### config.mk
export PLATFORM = sky130hd
export DESIGN_NAME = bimps_top
export DESIGN_NICKNAME = d
export VERILOG_FILES = /design/src/pkg/bimps_pkg.sv /design/src/bimps_sync.sv /design/src/bimps_top.sv
export SDC_FILE = /design/constraint.sdc
export NUM_CORES = 1
export LEC_CHECK = 0
export ABC_AREA = 1
export BUFFER_PORTS_ARGS = -buffer_cell sky130_fd_sc_hd__buf_2
export CAP_MARGIN = 20
export CORE_MARGIN = 2
export CORE_UTILIZATION = 25
export CTS_BUF_LIST = sky130_fd_sc_hd__clkbuf_16
export DETAILED_ROUTE_END_ITERATION = 7
export GPL_ROUTABILITY_DRIVEN = 0
export HOLD_SLACK_MARGIN = 0.05
export PLACE_DENSITY = 0.52
export RECOVER_POWER = 25
export SLEW_MARGIN = 5
export SYNTH_ARGS = -nofsm -noshare
export SYNTH_HDL_FRONTEND = slang
export SYNTH_SLANG_ARGS = --single-unit
### constraint.sdc
create_clock -name clock -period 18.19 [get_ports clock]
set_input_delay 1.819 -clock clock [delete_from_list [all_inputs] [get_ports clock]]
set_output_delay 1.819 -clock clock [all_outputs]
set_load 0.01 [all_outputs]
### src/pkg/bimps_pkg.sv
// constants and carrier types for the board interrupt merge and port select block
package bimps_pkg;
	localparam int          NUM_SIDES   = 6;       // two sides on each of three adapters
	localparam int          NUM_SRC     = 7;       // six adapter lines plus the user line
	localparam int          SYNC_W      = 8;       // seven requests and the non-maskable line
	localparam int          SEL_BIT     = 2;       // control bit that picks data or direction
	localparam int          NMI_LINE    = 7;       // position of the non-maskable line
	localparam logic [11:0] ADP_REGION  = 12'h800; // upper address bits of the adapter window
	localparam logic [1:0]  ADP_LAST    = 2'h2;    // highest adapter index in the window
	localparam int          OFS_SIDE    = 1;       // address bit that picks side b
	localparam int          OFS_CTRL    = 0;       // address bit that picks the control register
	localparam logic [15:0] IRQ_VEC_HI  = 16'hCFF8;
	localparam logic [15:0] IRQ_VEC_LO  = 16'hCFF9;
	localparam logic [15:0] NMI_VEC_HI  = 16'hCFFC;
	localparam logic [15:0] NMI_VEC_LO  = 16'hCFFD;
	localparam logic [7:0]  REG_RST     = 8'h00;
	localparam logic [7:0]  SYNC_RST    = 8'hFF;   // idle level of every active-low line

	typedef struct packed {
		logic [7:0] ctrl;
		logic [7:0] ddr;
		logic [7:0] data;
	} bimps_side_t;

	typedef struct packed {
		logic        fetch;
		logic        nmi;
		logic [15:0] addr;
	} bimps_vec_t;

	typedef enum logic [1:0] {
		ST_IDLE = 2'b00,
		ST_HI   = 2'b01,
		ST_LO   = 2'b10
	} bimps_state_t;
endpackage : bimps_pkg

### src/bimps_sync.sv
// three-stage synchroniser for the active-low request and non-maskable pins
`timescale 1ns/1ps
module bimps_sync
	import bimps_pkg::*;
(
	input  wire logic              clock,
	input  wire logic              sys_rst,
	input  wire logic [SYNC_W-1:0] async_in,
	output logic      [SYNC_W-1:0] sync_out
);
	logic [SYNC_W-1:0] st1_r;
	logic [SYNC_W-1:0] st2_r;
	logic [SYNC_W-1:0] st3_r;
	logic [SYNC_W-1:0] out_r;
	logic [SYNC_W-1:0] out_nxt;

	// a bit moves only once stages two and three agree, so one glitchy sample never counts
	always_comb begin
		out_nxt = out_r;
		for (int i = 0; i < SYNC_W; i++) begin
			if (st2_r[i] == st3_r[i]) begin
				out_nxt[i] = st3_r[i];
			end
		end
	end

	// stage chain resets to idle high so no request is seen straight after reset
	always_ff @(posedge clock or posedge sys_rst) begin
		if (sys_rst) begin
			st1_r <= SYNC_RST;
			st2_r <= SYNC_RST;
			st3_r <= SYNC_RST;
			out_r <= SYNC_RST;
		end else begin
			st1_r <= async_in;
			st2_r <= st1_r;
			st3_r <= st2_r;
			out_r <= out_nxt;
		end
	end

	// output comes straight from a flip-flop; costs one cycle of latency
	assign sync_out = out_r;
endmodule : bimps_sync

### src/bimps_top.sv
// board glue: adapter register decode, interrupt merge and vector fetch sequencing
// Function
// RQ1 - adapters decode as plain memory locations reached by loads and stores
// RQ2 - control bit 2 steers shared address to data or direction register
// RQ3 - processor writes select bit before touching data or direction register
// RQ4 - seven sources merge onto one maskable request: six adapter, one user
// RQ5 - a pending request is taken only after the current instruction ends
// RQ6 - with mask clear, handler address is fetched from CFF8 then CFF9
// RQ7 - handler polls sources; polling order sets priority, first is highest
// RQ8 - maskable request is level sensitive, active low, held while asserted
// RQ9 - non-maskable line acts on falling edge, after instruction, ignoring mask
// RQ10 - merged request is active-low wired-OR, released only when all release
`timescale 1ns/1ps
module bimps_top
	import bimps_pkg::*;
(
	input  wire logic                       clock,
	input  wire logic                       sys_rst,
	input  wire logic [15:0]                cpu_addr,
	input  wire logic                       cpu_wr,
	input  wire logic                       cpu_rd,
	input  wire logic [7:0]                 cpu_wdata,
	input  wire logic [NUM_SRC-1:0]         irq_src_n,
	input  wire logic                       nmi_n,
	input  wire logic                       instr_done,
	input  wire logic                       irq_mask,
	output logic      [7:0]                 rdata_r,
	output bimps_side_t [NUM_SIDES-1:0]     side_r,
	output logic                            irq_n_r,
	output bimps_vec_t                      vec_r
);
	logic [SYNC_W-1:0]               lines_s;
	logic                            nmi_prev_r;
	logic                            nmi_prev_nxt;
	logic                            nmi_pend_r;
	logic                            nmi_pend_nxt;
	logic                            nmi_fall;
	logic                            irq_n_nxt;
	logic [7:0]                      rdata_nxt;
	bimps_side_t [NUM_SIDES-1:0]     side_nxt;
	bimps_vec_t                      vec_nxt;
	bimps_state_t                    st_r;
	bimps_state_t                    st_nxt;
	logic                            hit;
	logic [2:0]                      sidx;
	logic                            take_nmi;
	logic                            take_irq;

	// address is inside the window and names one of the three adapters
	function automatic logic adp_hit(input logic [15:0] a);
		adp_hit = (a[15:4] == ADP_REGION) && (a[3:2] <= ADP_LAST);
	endfunction : adp_hit

	// side index: two sides per adapter, side b on the side address bit
	function automatic logic [2:0] side_index(input logic [15:0] a);
		side_index = {a[3:2], a[OFS_SIDE]};
	endfunction : side_index

	bimps_sync u_sync (
		.clock    (clock),
		.sys_rst  (sys_rst),
		.async_in ({nmi_n, irq_src_n}),
		.sync_out (lines_s)
	);

	assign hit  = adp_hit(cpu_addr);                            // [RQ1]
	assign sidx = side_index(cpu_addr);

	// register writes and reads: memory decode, select bit chooses data or direction
	always_comb begin
		side_nxt  = side_r;
		rdata_nxt = REG_RST;                                    // unmapped reads return zero
		if (hit && cpu_wr) begin                                // [RQ1]
			if (cpu_addr[OFS_CTRL]) begin
				side_nxt[sidx].ctrl = cpu_wdata;
			end else if (side_r[sidx].ctrl[SEL_BIT]) begin      // [RQ2]
				side_nxt[sidx].data = cpu_wdata;
			end else begin
				side_nxt[sidx].ddr = cpu_wdata;                 // [RQ2]
			end
		end
		if (hit && cpu_rd) begin
			if (cpu_addr[OFS_CTRL]) begin
				rdata_nxt = side_r[sidx].ctrl;
			end else if (side_r[sidx].ctrl[SEL_BIT]) begin      // [RQ2]
				rdata_nxt = side_r[sidx].data;
			end else begin
				rdata_nxt = side_r[sidx].ddr;
			end
		end
	end

	// register bank and read reply; the reply drops back to zero one cycle after a read
	always_ff @(posedge clock or posedge sys_rst) begin
		if (sys_rst) begin
			side_r  <= '0;
			rdata_r <= REG_RST;
		end else begin
			side_r  <= side_nxt;
			rdata_r <= rdata_nxt;
		end
	end

	// merged request: any low source pulls the line low, like an open-collector bus
	always_comb begin
		irq_n_nxt = &lines_s[NUM_SRC-1:0];                      // [RQ4] [RQ10] [RQ8]
	end

	// merged line registered so the processor never sees a combinational glitch
	always_ff @(posedge clock or posedge sys_rst) begin
		if (sys_rst) begin
			irq_n_r <= 1'b1;
		end else begin
			irq_n_r <= irq_n_nxt;
		end
	end

	// non-maskable edge latch; a new edge during the take keeps it pending (set wins)
	assign nmi_fall = nmi_prev_r & ~lines_s[NMI_LINE];          // [RQ9]
	always_comb begin
		nmi_prev_nxt = lines_s[NMI_LINE];
		nmi_pend_nxt = nmi_fall | (nmi_pend_r & ~take_nmi);
	end

	// previous level resets to idle high so no false edge follows reset
	always_ff @(posedge clock or posedge sys_rst) begin
		if (sys_rst) begin
			nmi_prev_r <= 1'b1;
			nmi_pend_r <= 1'b0;
		end else begin
			nmi_prev_r <= nmi_prev_nxt;
			nmi_pend_r <= nmi_pend_nxt;
		end
	end

	// takes happen only on an instruction boundary; non-maskable outranks the level request
	assign take_nmi = (st_r == ST_IDLE) && instr_done && nmi_pend_r;              // [RQ5] [RQ9]
	assign take_irq = (st_r == ST_IDLE) && instr_done && !nmi_pend_r
	                  && !irq_n_r && !irq_mask;                                   // [RQ5] [RQ8]

	// vector fetch: high byte location, then low byte location, one cycle each
	always_comb begin
		st_nxt        = st_r;
		vec_nxt       = vec_r;
		vec_nxt.fetch = 1'b0;
		unique case (st_r)
			ST_IDLE: begin
				if (take_nmi) begin
					st_nxt  = ST_HI;
					vec_nxt = '{fetch: 1'b1, nmi: 1'b1, addr: NMI_VEC_HI};
				end else if (take_irq) begin
					st_nxt  = ST_HI;
					vec_nxt = '{fetch: 1'b1, nmi: 1'b0, addr: IRQ_VEC_HI};       // [RQ6]
				end
			end
			ST_HI: begin
				st_nxt        = ST_LO;
				vec_nxt.fetch = 1'b1;
				vec_nxt.addr  = vec_r.nmi ? NMI_VEC_LO : IRQ_VEC_LO;             // [RQ6]
			end
			ST_LO: begin
				st_nxt = ST_IDLE;
			end
			default: begin
				st_nxt = ST_IDLE;
			end
		endcase
	end

	// sequencer state and the fetch address shown to the processor
	always_ff @(posedge clock or posedge sys_rst) begin
		if (sys_rst) begin
			st_r  <= ST_IDLE;
			vec_r <= '0;
		end else begin
			st_r  <= st_nxt;
			vec_r <= vec_nxt;
		end
	end
endmodule : bimps_top

# Word level (Yosys, flattened, before mapping)
# Cells that the tools add are included.
dict set report word_totals {
  register_bits 207
  elab_cells 98
}
dict set report op_classes {
  magnitude_cmp 3
  eq_ne 11
  muxes 24
  bitwise_logic 5
  n_reduce_logical 18
}
# operator n
set ops {}
lappend ops {{$bwmux W144} 3}
lappend ops {{$mux W144} 2}
lappend ops {{$demux W24 S3} 3}
lappend ops {{$bmux W24 S3} 1}
lappend ops {{$mux W24} 2}
lappend ops {{$mux W18} 2}
lappend ops {{$mux W8} 4}
lappend ops {{$pmux W16 S2} 1}
lappend ops {{$mux W16} 1}
lappend ops {{$eq A12 B12 Y1 const B} 1}
lappend ops {{$logic_and A1 B1 Y1} 9}
lappend ops {{$eq A1 B1 Y1} 8}
lappend ops {{$reduce_and A7 Y1} 1}
lappend ops {{$lt A3 B4 Y1 const B} 1}
lappend ops {{$mux W2} 2}
lappend ops {{$pmux W2 S2} 1}
lappend ops {{$reduce_and A2 Y1} 2}
lappend ops {{$reduce_bool A2 Y1} 2}
lappend ops {{$ge A3 B1 Y1 const B} 1}
lappend ops {{$logic_not A1 Y1} 3}
lappend ops {{$mux W3} 1}
lappend ops {{$ne A3 B3 Y1 const B} 1}
lappend ops {{$and A1 B1 Y1} 2}
lappend ops {{$eq A2 B1 Y1 const B} 1}
lappend ops {{other kinds (5)} 6}

# Depth between registers and ports, before layout
# Gate-level depths: netlist of the first run.
dict set report logic_depth {
  word_depth 8
  mapped_depth 13
}

# By module
# Synthesis of the first run repeated with hierarchy kept, for this count alone.
dict set report hier_totals {
  cells_unflattened 1112
  hier_area_um2 9122.5
}
# mod n_inst cells_per_inst area_per_inst_um2
set modules_own_cells {}
lappend modules_own_cells {bimps_top 1 1047 8147.8}
lappend modules_own_cells {bimps_sync 1 65 974.7}

# Worst setup path before layout of the first run
# OpenSTA, ideal clock, no wires.
dict set report synth_timing {
  path_type {input-to-reg}
  start {in cpu_addr[1]}
  end {reg side_r[128] (netlist bit)}
  arrival_time_ps 2961
  t_required_ps 18063
  slack_ps 15102
  cell_stages 13
  n_path_buf 3
  path_cell_list {buf_4 > nand2_1 > nand2_1 > nand2_1 > nand2_1 > nor2_4 > inv_2 > nor2_8 > buf_12 > nand2_4 > buf_6 > nand2_1 > o21ai_2}
}
dict set report synth_between {
  elab_chain_len 7
}
# element line
set synth_rtl {}
lappend synth_rtl {{start: declaration} bimps_top.sv:19} ;# input wire logic [15:0] cpu_addr,
lappend synth_rtl {{$lt A3 B4 Y1 (not written as such) / $ge A3 B1 Y1 (equally long branches)} bimps_top.sv:79} ;# side_nxt[sidx].ddr = cpu_wdata;
lappend synth_rtl {{$logic_and A1 B1 Y1 (not written as such)} bimps_top.sv:79}
lappend synth_rtl {{$mux W16 (not written as such)} bimps_top.sv:79}
lappend synth_rtl {{$demux W24 S3} bimps_top.sv:79}
lappend synth_rtl {{$bwmux W144} bimps_top.sv:79}
lappend synth_rtl {{$mux W144} bimps_top.sv:76} ;# end else if (side_r[sidx].ctrl[SEL_BIT]) begin
lappend synth_rtl {{$mux W144 *} bimps_top.sv:74} ;# if (cpu_addr[OFS_CTRL]) begin
lappend synth_rtl {{end signal: assignment} bimps_top.sv:99} ;# side_r <= side_nxt;
lappend synth_rtl {{end: declaration} bimps_top.sv:28} ;# output bimps_side_t [NUM_SIDES-1:0] side_r,
# Every way passes the cells marked *; elsewhere a longest branch is shown, timed or not. The select of a mux whose other input is x is not followed.
# A chain may end at the register's enable or synchronous reset.

==> impl_metrics.tcl, run 1 <==
set metrics [dict create \
    outcome "complete, but fails checks" \
    violations "max-capacitance violations, max-slew violations" \
    finalPower_uw 895 \
    grt_pass1_wl_um 44900 \
    max-slew-margin-rel_pct -259 \
    ys_warn_count 0 \
    fin_util_pct 30.7 \
    layout_common_cells "248 x nand2_1, 203 x buf_2, 160 x dfrtp_1" \
    avgSynthCellArea_um2 9.20 \
    drv_cap 1 \
    wirelength_um 30600 \
    die_w_um 189 \
    r2r_slack_ps 16240 \
    drc_errors 0 \
    end_kind "async pin" \
    syn_inst 928 \
    slew_viol_final 121 \
    fin_cells 1553 \
    wl_per_cell_um 19.7 \
    num_vias 7091 \
    fin_crit_sh_pct 31.3 \
    overflow 0 \
    final_layout_size_suffix_gt1_share_pct 31.1 \
    nNetsFinal 1130 \
    hold_path_depth 0 \
    syn2layout_area_growth_pct 20.6 \
    clock-sinks 194 \
    post-place-ws_ps 13670 \
    cp-startpoint "sys_rst" \
    cp.arrival_ps 6130 \
    crit_path_max_fanout 120 \
    dpl.cell_count 1521 \
    power.density_mw_per_mm2 86.8 \
    fin_hold_ws_ps 356 \
    clockBufferDepth 2 \
    crit_chain "buf_2 > clkinvlp_2 > buf_4" \
    n_antenna_cell 0 \
    grt_max_degree 121 \
    critical_path_buf_inv_count 3 \
    hp-class "flip-flop to flip-flop" \
    drtIter0Drc 498 \
    yosysSeqAreaShare_pct 57.3 \
    post_cts_buffers 0 \
    design_area_mm2 0.0103 \
    cts_made_buffers 17 \
    max_stage_delay_ps 2950 \
    cp_slowest_cell "clkinvlp_2" \
    clk_pin_slew_worst_paths_ps 70 \
    clkLatencyLatePin_ps 450 \
    rsz0062_at_grt "no" \
    worst_slew_pin_slew_ps 5350 \
    drt_pass1_iterations 5 \
    min_period_ps 5690 \
    p_leak_nw 5.22 \
    crit_family "buffers and inverters" \
    vias_per_cell 4.57 \
    dieArea_mm2 0.0357 \
    layout_commonest_cell "nand2_1" \
    fillCellCount 3564 \
    hpwlAfterDp_um 22000 \
    ctsResizeCount 0 \
    setup_viol 0 \
    io_buffers 205 \
    start_kind "input port" \
    cts_max_level 4 \
    core_area_mm2 0.0336 \
    ys_ff_latch 194 \
    r2r_cells 9 \
    cts_tree "done" \
    tns_ps 0 \
    min_to "u_sync.st2_r[1]$_DFF_PP1_" \
    worst_r2r_startpoint "side_r[42]$_DFFE_PP0P_" \
    die_h_um 189 \
    path_class "input port to async pin" \
    grt_usage_pct 17.2 \
    netlist_area_mm2 0.00854 \
    min_from "u_sync.st1_r[1]$_DFF_PP1_" \
    fin_worst_skew_ps 10.9 \
    grt_antenna_before_repair 0 \
    ys_types 34 \
    io_pins 209 \
    grt_pass1_vias 6786 \
    layout_setup_ws_ps 12500 \
    required_ps 18630 \
    detail-route-antenna-nets 0 \
    ir_drop_uv 60.9 \
    max_freq_mhz 176 \
    cts_hold_buf 0 \
    placed_cell_area_mm2 0.00974 \
    start_util_pct 25.4 \
    final-hold-violation-count 0 \
    cts.root.buffer_cell "clkbuf_16" \
    fp-row-count 67 \
    r2r_end "side_r[27]$_DFFE_PP0P_" \
]
## flip-flops by register name (all words and copies together) (netlist names)
name             count
nmi_pend_r           1
side_r             144
vec_r                5
irq_n_r              1
u_sync.st3_r         8
u_sync.sync_out      8
u_sync.st2_r         8
st_r                 2
u_sync.st1_r         8
nmi_prev_r           1
rdata_r              8
## cells by family after synthesis
group                    share of synthesized area [%]
AND/OR/NAND/NOR                                   23.4
flip-flops                                        57.3
AO/OA/AOI/OAI                                     12.3
adder cells (fa/ha/maj)                          0.938
other                                           0.0439
buffers and inverters                             5.99
## Yosys cell counts
cell / number / area [um2]
inv_1: 23 / 86.3
o211ai_1: 1 / 7.51
buf_4: 14 / 105
dfstp_2: 34 / 893
inv_2: 3 / 11.3
buf_6: 11 / 124
o22ai_1: 4 / 25.0
nand3_1: 16 / 80.1
nand3_4: 1 / 17.5
o21ai_2: 24 / 210
buf_2: 18 / 90.1
nand4_1: 15 / 93.8
and3_4: 1 / 11.3
nor3_1: 1 / 5.00
nand3b_1: 4 / 30.0
a21oi_1: 3 / 15.0
nor2_1: 102 / 383
buf_12: 1 / 20.0
and3_1: 1 / 6.26
nand4_2: 1 / 12.5
nand2_1: 248 / 931
maj3_1: 8 / 80.1
o21ai_0: 131 / 656
nor3b_1: 1 / 7.51
dfrtp_1: 160 / 4000
o21ai_1: 27 / 135
nor2_4: 8 / 90.1
nor2_8: 1 / 20.0
or2_2: 32 / 200
nand2_4: 6 / 67.6
nand2_2: 7 / 43.8
clkbuf_1: 19 / 71.3
buf_1: 1 / 3.75
conb_1: 1 / 3.75
## worst max-delay path by stage
stage	cells after the start	slack [ps]	to
finish	3	12500	side_r[103]$_DFFE_PP0P_
floorplan	1	11140	nmi_pend_r$_DFF_PP0_
global route	3	11630	side_r[71]$_DFFE_PP0P_
CTS	9	14150	rdata_r[6]$_DFF_PP0_
global placement	9	13650	rdata_r[6]$_DFF_PP0_
detailed placement	9	13670	rdata_r[6]$_DFF_PP0_
## worst reg2reg max path: stages (launching register included)
cell     delay, ps
dfrtp_1        380
inv_1           90
nand2_1         60
nand3_1         90
nand2_1        130
nor2_4          60
nor2_4         350
nand2_1        380
nand2_1        140
o21ai_0        100
## area by class of cell
class / count / area, um2 / area share [%]
clock inverters: 15 / 144 / 1.40
multi-input cells: 646 / 3140 / 30.5
well taps: 448 / 561 / 5.44
flip-flops and latches: 194 / 4900 / 47.5
clock buffers: 17 / 425 / 4.13
inverters: 26 / 98.8 / 0.959
repair buffers: 207 / 1040 / 10.1
## metal layers
layer	track usage, %	vias up	wire length (um)
met5	0	-	0
met2	27.6	260	14300
li1	-	3346	-
met4	4.90	0	575
met3	4.21	32	1820
met1	23.1	3453	13900
## where the power goes
part / total [mW] / leakage (nW) / switching (mW) / internal [mW]
combinational: 0.0717 / 2.37 / 0.0516 / 0.0201
clock: 0.371 / 0.283 / 0.189 / 0.182
sequential: 0.452 / 2.57 / 0.00588 / 0.447
Note: power is estimated with default switching activity, not from simulation.
==> run 2, diff against run 1 <==
--- a/config.mk
+++ b/config.mk
@@ -14,7 +14,7 @@
 export DETAILED_ROUTE_END_ITERATION = 7
 export GPL_ROUTABILITY_DRIVEN = 0
 export HOLD_SLACK_MARGIN = 0.05
-export PLACE_DENSITY = 0.52
+export PLACE_DENSITY = 0.54
 export RECOVER_POWER = 25
 export SLEW_MARGIN = 5
 export SYNTH_ARGS = -nofsm -noshare
==> constraint.sdc (replaced) <==
create_clock -name clock -period 5.1 [get_ports clock]
set_input_delay 0.51 -clock clock [delete_from_list [all_inputs] [get_ports clock]]
set_output_delay 0.51 -clock clock [all_outputs]
set_load 0.01 [all_outputs]
==> impl_metrics.tcl, run 2 (synthesis results as in run 1) <==
set metrics [dict create \
    detail-route-antenna-nets 0 \
    hold_path_depth 1 \
    start_kind "input port" \
    grt_antenna_before_repair 0 \
    required_ps 5430 \
    clkLatencyLatePin_ps 440 \
    vias_per_cell 4.53 \
    start_util_pct 25.4 \
    cts_max_level 4 \
    grt_pass1_vias 6953 \
    r2r_slack_ps 3040 \
    final-hold-violation-count 0 \
    ir_drop_uv 234 \
    dpl.cell_count 1523 \
    die_h_um 189 \
    final_layout_size_suffix_gt1_share_pct 31.0 \
    drt_pass1_iterations 7 \
    clk_pin_slew_worst_paths_ps 80 \
    worst_slew_pin_slew_ps 2130 \
    syn2layout_area_growth_pct 21.2 \
    fp-row-count 67 \
    post_cts_buffers 0 \
    layout_common_cells "248 x nand2_1, 204 x buf_2, 160 x dfrtp_1" \
    violations "max-capacitance violations, max-slew violations" \
    drtIter0Drc 500 \
    drc_errors 0 \
    outcome "complete, but fails checks" \
    die_w_um 189 \
    io_pins 209 \
    cp.depth 8 \
    largest_reg_flops 144 \
    path_class "input port to flip-flop" \
    wirelength_um 30400 \
    crit_chain "buf_2 > inv_2 > nand3_1 > or2_2 > nand4_1 > nand2_1 > nand2_1 > nor2_1" \
    clockBufferDepth 2 \
    min_period_ps 2520 \
    ctsResizeCount 0 \
    cts_hold_buf 0 \
    p_leak_nw 5.24 \
    layout_commonest_cell "nand2_1" \
    power.density_mw_per_mm2 311 \
    nNetsFinal 1133 \
    min_from "irq_src_n[0]" \
    cts_tree "done" \
    max_stage_delay_ps 790 \
    wl_per_cell_um 19.6 \
    grt_usage_pct 17.3 \
    fin_worst_skew_ps 14.1 \
    end_kind "flip-flop" \
    grt_pass1_wl_um 45300 \
    min_to "u_sync.st1_r[0]$_DFF_PP1_" \
    fin_cells 1556 \
    r2r_cells 9 \
    cp_slowest_cell "nand3_1" \
    num_vias 7053 \
    cts_made_buffers 17 \
    core_area_mm2 0.0336 \
    dieArea_mm2 0.0357 \
    hp-class "input port to flip-flop" \
    crit_path_max_fanout 35 \
    worst_r2r_startpoint "side_r[18]$_DFFE_PP0P_" \
    slew_viol_final 38 \
    setup_viol 0 \
    fin_crit_sh_pct 49.5 \
    rsz0062_at_grt "no" \
    max-slew-margin-rel_pct -42.0 \
    regMostFlops "side_r" \
    r2r_end "side_r[75]$_DFFE_PP0P_" \
    finalPower_mw 3.22 \
    max_freq_mhz 396 \
    cp.arrival_ps 2850 \
    drv_cap 1 \
    grt_max_degree 89 \
    overflow 0 \
    clock-sinks 194 \
    n_antenna_cell 0 \
    crit_family "simple AND/OR/NAND/NOR gates" \
    crit_top_cell "nand2_1" \
    tns_ps 0 \
    hpwlAfterDp_um 21800 \
    io_buffers 205 \
    cts.root.buffer_cell "clkbuf_16" \
    critical_path_buf_inv_count 2 \
]
-- run 2: layer usage --
metal  share of wire (%)  GRT usage (%)  up-vias
met2                  48           28.3      249
met5                   0              0        -
li1                    -              -     3336
met1                  45           23.4     3443
met3                 5.3           3.30       25
met4                 1.8           4.90        0
-- run 2: stage by stage --
step                      instance area (um2)  util (%)  setup WS [ps]  hold WS [ps]
after floorplan                          8550         -           2110           345
after global placement                   9780      29.1           2160           346
after detailed placement                 9780      29.1           2100           347
after CTS                               10400      30.8           2580           134
after global routing                    10400      30.8           2250           128
final                                   10400      30.8           2580           158
-- run 2: how the worst max path moves through the flow --
stage                startpoint                       to  slack, ps
finish              cpu_addr[1]     rdata_r[6]$_DFF_PP0_       2580
detailed placement  cpu_addr[1]     rdata_r[6]$_DFF_PP0_       2100
floorplan               sys_rst     nmi_pend_r$_DFF_PP0_       2110
global route            sys_rst  side_r[132]$_DFFE_PP0P_       2250
CTS                 cpu_addr[1]     rdata_r[6]$_DFF_PP0_       2580
global placement    cpu_addr[1]     rdata_r[6]$_DFF_PP0_       2160
-- run 2: final cells by class --
cell class,instances,area [um2]
Fill cell,3538,23300
Sequential cell,194,4900
Multi-Input combinational cell,646,3140
Timing Repair Buffer,210,1080
Tap cell,448,561
Clock buffer,17,425
Clock inverter,15,150
Inverter,26,98.8
-- run 2: power by group --
| part | internal [mW] | switching, mW |
|---|---|---|
| combinational | 0.0748 | 0.186 |
| sequential | 1.59 | 0.0205 |
| clock | 0.720 | 0.624 |
| total | 2.39 | 0.831 |
